[src/verilog/dst_pkg.sv]
// dst_pkg: register indices, field layout, reset values and carriers for the dual byte timer.
// assumes a 32-bit apb master; every register sits in the low byte of one aligned word.
package dst_pkg;

	localparam int unsigned DST_ADDR_W = 12;
	localparam int unsigned DST_CMP_N  = 3;

	// register indices; byte address is four times the index
	localparam logic [7:0] DST_IDX_CLOCK_CONTROL   = 8'h00;
	localparam logic [7:0] DST_IDX_COMPARE_ENABLE  = 8'h01;
	localparam logic [7:0] DST_IDX_OUTPUT_VALUE    = 8'h02;
	localparam logic [7:0] DST_IDX_SPLIT_MODE      = 8'h03;
	localparam logic [7:0] DST_IDX_COMMAND_CLEAR   = 8'h04;
	localparam logic [7:0] DST_IDX_COMMAND_SET     = 8'h05;
	localparam logic [7:0] DST_IDX_INT_ENABLE      = 8'h0a;
	localparam logic [7:0] DST_IDX_INT_FLAGS       = 8'h0b;
	localparam logic [7:0] DST_IDX_DEBUG_RUN       = 8'h0e;
	localparam logic [7:0] DST_IDX_LOW_COUNTER     = 8'h20;
	localparam logic [7:0] DST_IDX_HIGH_COUNTER    = 8'h21;
	localparam logic [7:0] DST_IDX_LOW_PERIOD      = 8'h26;
	localparam logic [7:0] DST_IDX_HIGH_PERIOD     = 8'h27;
	localparam logic [7:0] DST_IDX_LOW_COMPARE     = 8'h28;
	localparam logic [7:0] DST_IDX_HIGH_COMPARE    = 8'h29;
	localparam logic [7:0] DST_CMP_STRIDE          = 8'h02;

	// field positions and masks
	localparam int unsigned DST_ENABLE_BIT    = 0;
	localparam int unsigned DST_CLOCK_DIVIDER_SELECT_LSB    = 1;
	localparam int unsigned DST_CMD_LSB       = 2;
	localparam int unsigned DST_TARGET_LSB    = 0;
	localparam int unsigned DST_LOW_CMP_LSB   = 4;
	localparam int unsigned DST_HIGH_CH_LSB   = 4;
	localparam int unsigned DST_HIGH_UNDERFLOW_BIT      = 1;
	localparam int unsigned DST_LOW_UNDERFLOW_BIT      = 0;
	localparam logic [7:0]  DST_CHAN_MASK     = 8'h77;
	localparam logic [7:0]  DST_INT_MASK      = 8'h73;

	// command and target codes
	localparam logic [1:0] DST_CMD_NONE    = 2'h0;
	localparam logic [1:0] DST_CMD_RESTART = 2'h2;
	localparam logic [1:0] DST_CMD_RESET   = 2'h3;
	localparam logic [1:0] DST_TGT_NONE    = 2'h0;
	localparam logic [1:0] DST_TGT_BOTH    = 2'h3;

	// reset values
	localparam logic [7:0] DST_PERIOD_RESET = 8'hff;
	localparam logic [7:0] DST_BYTE_RESET   = 8'h00;

	typedef struct packed {
		logic                  psel;
		logic                  penable;
		logic                  pwrite;
		logic [DST_ADDR_W-1:0] paddr;
		logic [31:0]           pwdata;
	} dst_apb_req_t;

	typedef struct packed {
		logic [31:0] prdata;
		logic        pready;
		logic        pslverr;
	} dst_apb_rsp_t;

	typedef struct packed {
		logic [7:0] value;
	} dst_cnt_state_t;

	typedef struct packed {
		logic                      enable;
		logic [2:0]                clock_divider_select;
		logic [7:0]                cmp_en;
		logic [7:0]                out_val;
		logic                      dual_mode;
		logic [1:0]                target;
		logic [7:0]                int_en;
		logic [7:0]                flags;
		logic                      run_dbg;
		logic [7:0]                low_period;
		logic [7:0]                high_period;
		logic [DST_CMP_N-1:0][7:0] low_cmp;
		logic [DST_CMP_N-1:0][7:0] high_cmp;
		logic [9:0]                prescale;
		logic [5:0]                wave;
		logic [31:0]               prdata;
	} dst_state_t;

	function automatic dst_state_t dst_reset_state();
		dst_state_t s;
		s             = '0;
		s.low_period  = DST_PERIOD_RESET;
		s.high_period = DST_PERIOD_RESET;
		return s;
	endfunction

	// prescaler terminal mask for divide 1,2,4,8,16,64,256,1024
	function automatic logic [9:0] dst_div_mask(input logic [2:0] sel);
		logic [9:0] m;
		m = 10'h000;
		unique case (sel)
			3'h0: m = 10'h000;
			3'h1: m = 10'h001;
			3'h2: m = 10'h003;
			3'h3: m = 10'h007;
			3'h4: m = 10'h00f;
			3'h5: m = 10'h03f;
			3'h6: m = 10'h0ff;
			3'h7: m = 10'h3ff;
		endcase
		return m;
	endfunction

endpackage

[src/verilog/dst_timer.sv]
// dst_timer: control, command, flag and debug logic of the dual 8-bit split timer, apb slave.
// assumes a zero-wait apb master on clk; debug_halt is synchronous to clk.
//
// Function
// - while disabled, output-value bits drive the waveform outputs directly.
// - split-mode bit makes two 8-bit counters and the split register map.
// - command 0 none, 2 restart, 3 hard reset ignored when enabled, 1 reserved.
// - command field always reads back as zero in set and clear registers.
// - target 0 selects nothing, 3 selects both counters; 1 and 2 reserved.
// - ones written to the clear register clear those control bits only.
// - ones written to the set register set those control bits only.
// - low compare request needs enable bit 4..6 and matching flag.
// - underflow requests need enable bit 1 or 0 with matching flag.
// - low compare flag sets whenever low counter equals that compare value.
// - flags stay set until software writes one; zero writes ignored.
// - high underflow sets flag bit 1.
// - low underflow sets flag bit 0.
// - debug halt stops the timer unless run-in-debug is set.
// - bus write to low counter beats count and reload; hard clear beats the write.
// - bus write to high counter beats count and reload; hard clear beats the write.
// - clock select divides by 1..1024; enable starts and stops.
// - compare enable lets the waveform output override the port pin.
`timescale 1ns/1ps
module dst_timer (
	// clock and reset
	input  wire logic                  clk,
	input  wire logic                  reset,
	// register bus
	input  wire dst_pkg::dst_apb_req_t apb_req,
	output dst_pkg::dst_apb_rsp_t      apb_rsp,
	// debug
	input  wire logic                  debug_halt,
	// interrupt requests
	output logic [2:0]                 low_compare_request,
	output logic                       high_underflow_request,
	output logic                       low_underflow_request,
	// waveform outputs
	output logic [5:0]                 waveform_out,
	output logic [5:0]                 waveform_override,
	// counter values
	output logic [7:0]                 low_counter,
	output logic [7:0]                 high_counter
);
	import dst_pkg::*;

	dst_state_t st;
	dst_state_t next_st;
	logic [7:0] idx;
	logic       aligned;
	logic       mapped;
	logic       access;
	logic       setup;
	logic       wr;
	logic [7:0] wbyte;
	logic [1:0] cmd_in;
	logic [1:0] tgt_in;
	logic       cmd_write;
	logic       do_restart;
	logic       do_hard;
	logic       halted;
	logic       run;
	logic       tick;
	logic       low_cnt_wr;
	logic       high_cnt_wr;
	logic       low_unf;
	logic       high_unf;
	logic [7:0] flag_set;
	logic [7:0] flag_clr;
	logic [7:0] rbyte;

	assign idx     = apb_req.paddr[9:2];
	assign aligned = (apb_req.paddr[1:0] == 2'b00) && (apb_req.paddr[DST_ADDR_W-1:10] == '0);
	assign setup   = apb_req.psel && !apb_req.penable;
	assign access  = apb_req.psel && apb_req.penable;
	assign wr      = access && apb_req.pwrite && mapped;
	assign wbyte   = apb_req.pwdata[7:0];
	assign cmd_in  = wbyte[DST_CMD_LSB +: 2];
	assign tgt_in  = wbyte[DST_TARGET_LSB +: 2];

	// address decode; outside split mode only the shared control words answer
	always_comb
	begin
		mapped = 1'b0;
		if (aligned)
		begin
			unique case (idx)
				DST_IDX_CLOCK_CONTROL,
				DST_IDX_SPLIT_MODE,
				DST_IDX_DEBUG_RUN:      mapped = 1'b1;
				DST_IDX_COMPARE_ENABLE,
				DST_IDX_OUTPUT_VALUE,
				DST_IDX_COMMAND_CLEAR,
				DST_IDX_COMMAND_SET,
				DST_IDX_INT_ENABLE,
				DST_IDX_INT_FLAGS,
				DST_IDX_LOW_COUNTER,
				DST_IDX_HIGH_COUNTER,
				DST_IDX_LOW_PERIOD,
				DST_IDX_HIGH_PERIOD:    mapped = st.dual_mode;
				default:                mapped = st.dual_mode && (idx >= DST_IDX_LOW_COMPARE) &&
				                                 (idx < DST_IDX_LOW_COMPARE + 8'(2 * DST_CMP_N));
			endcase
		end
	end

	// commands only act with both counters selected; reserved codes do nothing
	assign cmd_write  = wr && ((idx == DST_IDX_COMMAND_SET) || (idx == DST_IDX_COMMAND_CLEAR));
	assign do_restart = cmd_write && (cmd_in == DST_CMD_RESTART) && (tgt_in == DST_TGT_BOTH);
	assign do_hard    = cmd_write && (cmd_in == DST_CMD_RESET) && (tgt_in == DST_TGT_BOTH) &&
	                    !st.enable;

	assign halted      = debug_halt && !st.run_dbg;
	assign run         = st.enable && st.dual_mode && !halted;
	assign tick        = run && ((st.prescale & dst_div_mask(st.clock_divider_select)) == dst_div_mask(st.clock_divider_select));
	assign low_cnt_wr  = wr && (idx == DST_IDX_LOW_COUNTER);
	assign high_cnt_wr = wr && (idx == DST_IDX_HIGH_COUNTER);

	dst_byte_counter u_low (
		.clk        (clk),
		.reset      (reset),
		.tick       (tick),
		.restart    (do_restart),
		.hard_clear (do_hard),
		.write_en   (low_cnt_wr),
		.write_data (wbyte),
		.period     (st.low_period),
		.value      (low_counter),
		.underflow  (low_unf)
	);

	dst_byte_counter u_high (
		.clk        (clk),
		.reset      (reset),
		.tick       (tick),
		.restart    (do_restart),
		.hard_clear (do_hard),
		.write_en   (high_cnt_wr),
		.write_data (wbyte),
		.period     (st.high_period),
		.value      (high_counter),
		.underflow  (high_unf)
	);

	// read mux; command bits are never stored so they read as zero
	always_comb
	begin
		rbyte = 8'h00;
		unique case (idx)
			DST_IDX_CLOCK_CONTROL:  rbyte = {4'h0, st.clock_divider_select, st.enable};
			DST_IDX_COMPARE_ENABLE: rbyte = st.cmp_en;
			DST_IDX_OUTPUT_VALUE:   rbyte = st.out_val;
			DST_IDX_SPLIT_MODE:     rbyte = {7'h00, st.dual_mode};
			DST_IDX_COMMAND_CLEAR,
			DST_IDX_COMMAND_SET:    rbyte = {6'h00, st.target};
			DST_IDX_INT_ENABLE:     rbyte = st.int_en;
			DST_IDX_INT_FLAGS:      rbyte = st.flags;
			DST_IDX_DEBUG_RUN:      rbyte = {7'h00, st.run_dbg};
			DST_IDX_LOW_COUNTER:    rbyte = low_counter;
			DST_IDX_HIGH_COUNTER:   rbyte = high_counter;
			DST_IDX_LOW_PERIOD:     rbyte = st.low_period;
			DST_IDX_HIGH_PERIOD:    rbyte = st.high_period;
			default:
			begin
				for (int n = 0; n < DST_CMP_N; n++)
				begin
					if (idx == DST_IDX_LOW_COMPARE + 8'(n) * DST_CMP_STRIDE)
						rbyte = st.low_cmp[n];
					if (idx == DST_IDX_HIGH_COMPARE + 8'(n) * DST_CMP_STRIDE)
						rbyte = st.high_cmp[n];
				end
			end
		endcase
		if (!mapped)
			rbyte = 8'h00;
	end

	always_comb
	begin
		next_st  = st;
		flag_set = 8'h00;
		flag_clr = 8'h00;
		// register writes
		if (wr)
		begin
			unique case (idx)
				DST_IDX_CLOCK_CONTROL:
				begin
					next_st.enable = wbyte[DST_ENABLE_BIT];
					next_st.clock_divider_select = wbyte[DST_CLOCK_DIVIDER_SELECT_LSB +: 3];
				end
				DST_IDX_COMPARE_ENABLE: next_st.cmp_en    = wbyte & DST_CHAN_MASK;
				DST_IDX_OUTPUT_VALUE:   next_st.out_val   = wbyte & DST_CHAN_MASK;
				DST_IDX_SPLIT_MODE:     next_st.dual_mode = wbyte[0];
				DST_IDX_COMMAND_CLEAR:  next_st.target    = st.target & ~tgt_in;
				DST_IDX_COMMAND_SET:    next_st.target    = st.target | tgt_in;
				DST_IDX_INT_ENABLE:     next_st.int_en    = wbyte & DST_INT_MASK;
				DST_IDX_INT_FLAGS:      flag_clr          = wbyte & DST_INT_MASK;
				DST_IDX_DEBUG_RUN:      next_st.run_dbg   = wbyte[0];
				DST_IDX_LOW_PERIOD:     next_st.low_period  = wbyte;
				DST_IDX_HIGH_PERIOD:    next_st.high_period = wbyte;
				default:
				begin
					for (int n = 0; n < DST_CMP_N; n++)
					begin
						if (idx == DST_IDX_LOW_COMPARE + 8'(n) * DST_CMP_STRIDE)
							next_st.low_cmp[n] = wbyte;
						if (idx == DST_IDX_HIGH_COMPARE + 8'(n) * DST_CMP_STRIDE)
							next_st.high_cmp[n] = wbyte;
					end
				end
			endcase
		end
		// event flags; a set in the same cycle as a clear wins
		for (int n = 0; n < DST_CMP_N; n++)
			flag_set[DST_LOW_CMP_LSB + n] = (low_counter == st.low_cmp[n]);
		flag_set[DST_HIGH_UNDERFLOW_BIT] = high_unf;
		flag_set[DST_LOW_UNDERFLOW_BIT] = low_unf;
		next_st.flags = (st.flags & ~flag_clr) | flag_set;
		// prescaler restarts with the counters so the first period is whole
		if (!run || do_restart)
			next_st.prescale = 10'h000;
		else
			next_st.prescale = st.prescale + 10'h001;
		// waveform value; single-slope compare while enabled
		for (int n = 0; n < DST_CMP_N; n++)
		begin
			if (!st.enable)
			begin
				next_st.wave[n]     = st.out_val[n];
				next_st.wave[n + 3] = st.out_val[DST_HIGH_CH_LSB + n];
			end
			else
			begin
				next_st.wave[n]     = (low_counter <= st.low_cmp[n]);
				next_st.wave[n + 3] = (high_counter <= st.high_cmp[n]);
			end
		end
		// read data caught in the setup phase, held through the access phase
		if (setup)
			next_st.prdata = {24'h00_0000, rbyte};
		// hard reset leaves nothing behind, not even captured read data
		if (do_hard)
			next_st = dst_reset_state();
	end

	always_ff @(posedge clk)
	begin
		if (reset)
			st <= dst_reset_state();
		else
			st <= next_st;
	end

	assign apb_rsp.prdata  = st.prdata;
	assign apb_rsp.pready  = 1'b1;
	assign apb_rsp.pslverr = access && !mapped;

	assign low_compare_request    = st.int_en[DST_LOW_CMP_LSB +: 3] & st.flags[DST_LOW_CMP_LSB +: 3];
	assign high_underflow_request = st.int_en[DST_HIGH_UNDERFLOW_BIT] & st.flags[DST_HIGH_UNDERFLOW_BIT];
	assign low_underflow_request  = st.int_en[DST_LOW_UNDERFLOW_BIT] & st.flags[DST_LOW_UNDERFLOW_BIT];
	assign waveform_out           = st.wave;
	// split mode only has pwm-style generation, so enable alone selects override
	assign waveform_override      = {st.cmp_en[DST_HIGH_CH_LSB +: 3], st.cmp_en[2:0]};
endmodule // dst_timer

[src/verilog/dst_byte_counter.sv]
// dst_byte_counter: one 8-bit down counter with reload from its period.
// assumes tick is a one-cycle enable from the parent prescaler.
`timescale 1ns/1ps
module dst_byte_counter (
	// clock and reset
	input  wire logic       clk,
	input  wire logic       reset,
	// control
	input  wire logic       tick,
	input  wire logic       restart,
	input  wire logic       hard_clear,
	input  wire logic       write_en,
	input  wire logic [7:0] write_data,
	input  wire logic [7:0] period,
	// status
	output logic      [7:0] value,
	output logic            underflow
);
	import dst_pkg::*;

	dst_cnt_state_t st;
	dst_cnt_state_t next_st;

	always_comb
	begin
		next_st   = st;
		underflow = 1'b0;
		if (hard_clear)
			next_st.value = DST_BYTE_RESET;
		else if (write_en)
			next_st.value = write_data;
		else if (restart)
			next_st.value = period;
		else if (tick)
		begin
			if (st.value == 8'h00)
			begin
				next_st.value = period;
				underflow     = 1'b1;
			end
			else
				next_st.value = st.value - 8'h01;
		end
	end

	always_ff @(posedge clk)
	begin
		if (reset)
			st <= '0;
		else
			st <= next_st;
	end

	assign value = st.value;

endmodule // dst_byte_counter

[config.mk]
export PLATFORM = sky130hd
export DESIGN_NAME = dst_timer
export DESIGN_NICKNAME = d
export VERILOG_FILES = /design/src/verilog/dst_pkg.sv /design/src/verilog/dst_timer.sv /design/src/verilog/dst_byte_counter.sv
export SDC_FILE = /design/constraint.sdc
export NUM_CORES = 1
export LEC_CHECK = 0
export CORE_ASPECT_RATIO = 1.5
export CORE_MARGIN = 10
export CORE_UTILIZATION = 50
export CTS_BUF_LIST = sky130_fd_sc_hd__clkbuf_8
export CTS_CLUSTER_DIAMETER = 30
export DETAILED_ROUTE_END_ITERATION = 10
export DONT_BUFFER_PORTS = 1
export PLACE_DENSITY = 0.67
export SYNTH_ARGS = -nofsm -noshare
export SYNTH_HDL_FRONTEND = slang
export SYNTH_SLANG_ARGS = --single-unit
export TNS_END_PERCENT = 20
[constraint.sdc]
create_clock -name clk -period 6.1 [get_ports clk]
set_input_delay 0.915 -clock clk [delete_from_list [all_inputs] [get_ports clk]]
set_output_delay 0.915 -clock clk [all_outputs]
set_load 0.05 [all_outputs]
==> flow_summary.yaml, run 1 <==
routing:
  drc_errors: 0
  vias: 8101
  wire_per_inst_microns: 24.5
  vias_per_cell: 6.39
  dr.pass1.iters: 6
  drt_iter0_markers: 719
  wirelength_mm: 31.0
  antenna_left: 0
clock_network:
  clkTransAtPathRegs_ps: 80
  cts_tree: "done"
  h-tree-depth: 4
  clock_path_buffers: 2
  cts_resized: 0
  clock_latency_ps: 480
  clock_sinks: 141
  cts_root_buffer: "clkbuf_8"
  cts_setup_buffers: 0
  ctsHoldBuffers: 0
  cts_made_buffers: 17
critical_path:
  regToRegStartpoint: "u_low.value[4]"
  reg2reg_to: "u_low.value[6]"
  path_max_fanout: 33
  reg2regPathDepth: 7
  critPathRequiredTime_ps: 5180
  worstPathArrival_ps: 2760
  reg2reg_slack_ps: 2900
  critPathKind: "in2out"
  startpoint_type: "primary input"
  end_kind: "output port"
timing:
  hold_violations: 0
  setup_ws_ps: 2420
  max_freq_mhz: 272
  worst_pin_slew_ps: 1110
  setup_viol: 0
  finalSetupTns_ps: 0
  maxSlewViolCount: 0
  rsz0062_at_grt: "no"
  layout_min_cycle_time_ps: 3680
  finalCritPeriodShare_pct: 60.3
  skew_ps: 8.54
  slew_headroom_pct: 25.9
layout:
  antenna_cells: 0
  drive_gt1_share_pct: 9.32
  area_delta_synth_final_pct: 3.06
  finalInstanceArea_sq_um: 9360
  fillers: 1752
  nets: 1141
global_routing:
  grtUsageTotal_pct: 25.7
  grt-ovfl-total: 0
  grt_max_degree: 74
  grt_pass1_vias: 7680
  grt_pass1_wl_mm: 46.5
  antenna_found_initial: 0
place:
  place.gp.congestion: 1.02
  portBuffers: 0
  place_hpwl_mm: 22.8
  placed_area_sq_um: 8930
  post-place-ws_ps: 2100
floorplan:
  dieArea_sq_um: 24100
  num_rows: 60
  core-area_sq_um: 17900
  die_y_microns: 185
  top_level_ports: 117
  start_util_pct: 50.6
  die_w_microns: 130
power:
  ir_worst_vdd_mv: 0.123
  finalPower_mw: 1.85
  p_per_area_nw_per_um2: 198
  p_leak_nw: 3.60
yosys:
  postSynthCellCount: 1087
  synth_flop_cell: "dfxtp_1"
  syn-mean-instance-area_sq_um: 8.36
  synth_area_sq_um: 9090
  ys_warn_count: 0
  ys_seq_area_share_pct: 31.1
  yosysMostFrequentCell: "dfxtp_1"
  ys_types: 78
  postSynth.asyncResetShare_pct: 0
  yosys_register_bits: 141
  synth-edff-count: 0
  yosysTopAreaCell: "dfxtp_1"
  synthTopCellsByCount: "dfxtp_1, nor2_1, nand2_1"
  synth_top_area_share_pct: 31.1
  ys_top_cells_by_area: "dfxtp_1, mux2i_1, ha_1"
hold_path:
  hold_depth: 2
  min_to: "st[126]"
  min_from: "st[126]"
  holdCritPathClass: "reg2reg"
job:
  cap_violations: 0
status:
  run_status: "finished, final reports clean"
[logic make-up after synthesis]
logic type	synth area share, %
and+or+nand+nor	23.4
other	0.0827
DFF	31.1
xor gates and xnor gates	1.45
buffers and inverters	9.47
muxes	9.71
AOI/OAI and AO/OA	17.5
adders and majority gates	7.30
[sequential cells by signal (all words and copies together), names as in the netlist, named ones only]
| signal | flops |
|---|---|
| u_low.value | 8 |
| waveform_out | 6 |
| u_high.value | 8 |
| waveform_override | 6 |
| st | 96 |
| apb_rsp | 8 |
[layer usage]
metal	wire, microns	global-route usage [%]
met5	0	0
met4	2160	17.6
met3	2140	5.09
met2	15500	44.1
met1	11200	27.5
[area by class of cell]
class	instances	area, sq um	share of cell area (%)
clock buffers	19	262	2.79
clock inverters	13	173	1.84
multi-input cells	806	5510	58.8
repair buffers	16	120	1.28
flip-flops and latches	141	2820	30.1
inverters	56	210	2.24
well taps	217	272	2.90
[cell usage in the layout (no fill, tap or decap), types with 6 or more instances in the layout]
cell,n
a211oi_1,6
a21o_1,7
a21oi_1,58
a221oi_1,6
a22o_1,6
a22oi_1,24
a32oi_1,6
and2_1,9
and3_1,12
buf_4,16
clkbuf_8,19
conb_1,25
dfxtp_1,141
ha_1,53
inv_1,59
mux2i_1,69
mux4_2,8
nand2_1,102
nand2b_1,12
nand3_1,53
nand4_1,14
nor2_1,106
nor2_2,16
nor2b_1,13
nor3_1,17
nor4_1,6
o211ai_1,11
o21a_1,7
o21ai_0,50
or3_1,8
xor2_1,12
[critical path: stages]
cell and delay, ps:
or2_2 290, a41o_1 260, o21a_2 180, o211ai_1 530, and3_1 570
[metrics by stage]
stage | utilization, % | hold WS (ps) | cells
after floorplan | - | 432 | 1110
after global placement | 49.8 | 463 | 1236
after detailed placement | 49.8 | 468 | 1236
after CTS | 52.2 | 478 | 1268
after global routing | 52.2 | 497 | 1268
final | 52.2 | 489 | 1268
[worst max path at each step]
stage | from | end | slack [ps]
after floorplan | apb_req[39] | apb_rsp[0] | 2650
after global placement | apb_req[33] | waveform_override[5] | 2120
after detailed placement | apb_req[33] | st[63] | 2100
after CTS | apb_req[35] | apb_rsp[0] | 2460
after global routing | apb_req[33] | st[125] | 2270
final | apb_req[35] | apb_rsp[0] | 2420
[report_power, final]
group,switching [mW],internal (mW),total (mW)
combinational,0.0753,0.0189,0.0942
sequential,0.000909,0.921,0.921
clock,0.375,0.463,0.838
Power figures use the tool's default switching activity.
==> run 2, diff against run 1 <==
ABC_AREA = 1   (was default)
clock period = 3.8 ns   (was 6.1 ns; I/O delays follow)
==> flow_summary.yaml, run 2 <==
routing:
  drc_errors: 0
  drt_iter0_markers: 620
  vias: 8092
  dr.pass1.iters: 5
  wire_per_inst_microns: 19.6
  wirelength_mm: 28.2
  antenna_left: 0
  vias_per_cell: 5.64
place:
  portBuffers: 0
  post-place-ws_ps: 749
  place.gp.congestion: 0.969
  place_hpwl_mm: 20.9
layout:
  nets: 1314
  largest_reg_flops: 96
  drive_gt1_share_pct: 9.64
  final_util_pct: 53.7
  final_common_cell: "nand2_1"
  largest-register: "st"
  most-common-layout-cells: "nand2_1, inv_1, dfxtp_1"
  area_delta_synth_final_pct: 4.93
yosys:
  synth_flop_cell: "dfxtp_1"
  postSynth.asyncResetShare_pct: 0
  synthTopCellsByCount: "nand2_1, inv_1, dfxtp_1"
  synthMuxAreaShare_pct: 0
  synth_top_family_by_area: "simple AND/OR/NAND/NOR gates"
  ys_top_cells_by_area: "dfxtp_1, nand2_1, ha_1"
  synth-edff-count: 0
  ys_seq_area_share_pct: 32.6
  postSynthCellCount: 1230
  yosysMostFrequentCell: "nand2_1"
  synth_xor_xnor_area_share_pct: 1.82
  synth-adder-area-share_pct: 7.67
  yosys.area_share.simple_pct: 27.1
  yosys_register_bits: 141
  ys_warn_count: 0
  ys_types: 55
  synth_top_area_share_pct: 32.6
  yosysTopAreaCell: "dfxtp_1"
  syn-mean-instance-area_sq_um: 7.03
  synth_compound_area_share_pct: 16.8
  synth_area_sq_um: 8650
critical_path:
  reg2reg_to: "waveform_out[5]"
  worstPathArrival_ps: 2200
  reg2regPathDepth: 10
  critPathKind: "in2out"
  regToRegStartpoint: "u_high.value[0]"
  end_kind: "output port"
  path_max_fanout: 12
  critPathRequiredTime_ps: 3230
  startpoint_type: "primary input"
  reg2reg_slack_ps: 1350
power:
  ir_worst_vdd_mv: 0.254
  p_per_area_nw_per_um2: 330
  p_leak_nw: 4.05
global_routing:
  grtUsageTotal_pct: 24.1
  grt_pass1_wl_mm: 43.4
  grt_pass1_vias: 7784
  antenna_found_initial: 0
  grt_max_degree: 107
  grt-ovfl-total: 0
clock_network:
  cts_setup_buffers: 0
  ctsHoldBuffers: 0
  cts_root_buffer: "clkbuf_8"
  cts_tree: "done"
  clock_sinks: 141
  cts_made_buffers: 17
  clkTransAtPathRegs_ps: 90
  clock_path_buffers: 2
  h-tree-depth: 4
  clock_latency_ps: 480
  cts_resized: 0
timing:
  layout_min_cycle_time_ps: 2770
  finalCritPeriodShare_pct: 73.0
  slew_headroom_pct: 30.5
  max_freq_mhz: 361
  rsz0062_at_grt: "no"
  worst_pin_slew_ps: 1040
  hold_violations: 0
  setup_viol: 0
  maxSlewViolCount: 0
  setup_ws_ps: 1030
  skew_ps: 17.3
  finalSetupTns_ps: 0
hold_path:
  min_from: "apb_req[6]"
  holdCritPathClass: "in2reg"
  hold_depth: 2
  min_to: "st[94]"
floorplan:
  dieArea_sq_um: 23100
  die_y_microns: 181
  num_rows: 58
  top_level_ports: 117
  core-area_sq_um: 16900
  start_util_pct: 51.1
  die_w_microns: 127
job:
  cap_violations: 0
status:
  run_status: "finished, final reports clean"
[run 2: how the worst max path moves through the flow]
| stage | cells after the start | end | from |
|---|---|---|---|
| floorplan | 11 | apb_rsp[0] | apb_req[40] |
| global placement | 16 | u_high.value[6] | apb_req[40] |
| detailed placement | 16 | u_high.value[1] | apb_req[40] |
| CTS | 10 | apb_rsp[0] | apb_req[40] |
| global route | 10 | apb_rsp[0] | apb_req[36] |
| finish | 10 | apb_rsp[0] | apb_req[40] |
[run 2: cells by family (layout without fill, tap and decap cells)]
| group | Yosys count | after routing |
|---|---|---|
| other cells | 2 | 26 |
| buf+inv | 261 | 232 |
| fa+ha+maj | 53 | 53 |
| simple gates | 506 | 506 |
| xor+xnor | 18 | 18 |
| compound gates | 249 | 249 |
| flops | 141 | 141 |
[run 2: area by class of cell]
type	instances	area, sq um
antenna	1	2.50
clock buffer	20	275
clock inverter	12	169
fill	1741	7840
inverter	185	697
multi-input combinational	851	4720
sequential	141	2820
tap	210	263
timing repair buffer	15	125
[run 2: critical path, cell delays in order]
cell and delay, ps:
inv_2 20, nand2_2 130, nor2_4 120, nand2_2 150, nand2_1 100, nor2_1 120
nand3_2 90, nand2_2 80, a21boi_1 140, nor3_2 680
[run 2: stage by stage]
step	hold WS [ps]	area, sq um	std cells	total power, mW
5_1_grt	222	9070	1434	3.06
4_1_cts	212	9070	1434	3.00
3_3_place_gp	453	8630	1402	1.65
6_report	229	9070	1435	2.99
2_1_floorplan	441	8730	1253	1.66
3_5_place_dp	456	8630	1402	1.65
[run 2: power breakdown]
| part | leakage, nW | internal [mW] | switching, mW | total, mW |
|---|---|---|---|---|
| clock network | 0.223 | 0.761 | 0.613 | 1.37 |
| logic | 2.69 | 0.0172 | 0.121 | 0.138 |
| registers | 1.14 | 1.48 | 0.00154 | 1.48 |
[run 2: metal layers]
layer  wire length (microns)  vias to the layer above  part of all wire [%]  track usage, %
met5                       0                        -                     0               0
met4                    1710                        0                   6.1            15.9
met3                    2030                       91                   7.2            5.04
met2                   13700                      322                    48            40.1
met1                   10800                     3746                    38            26.8
li1                        -                     3933                     -               -
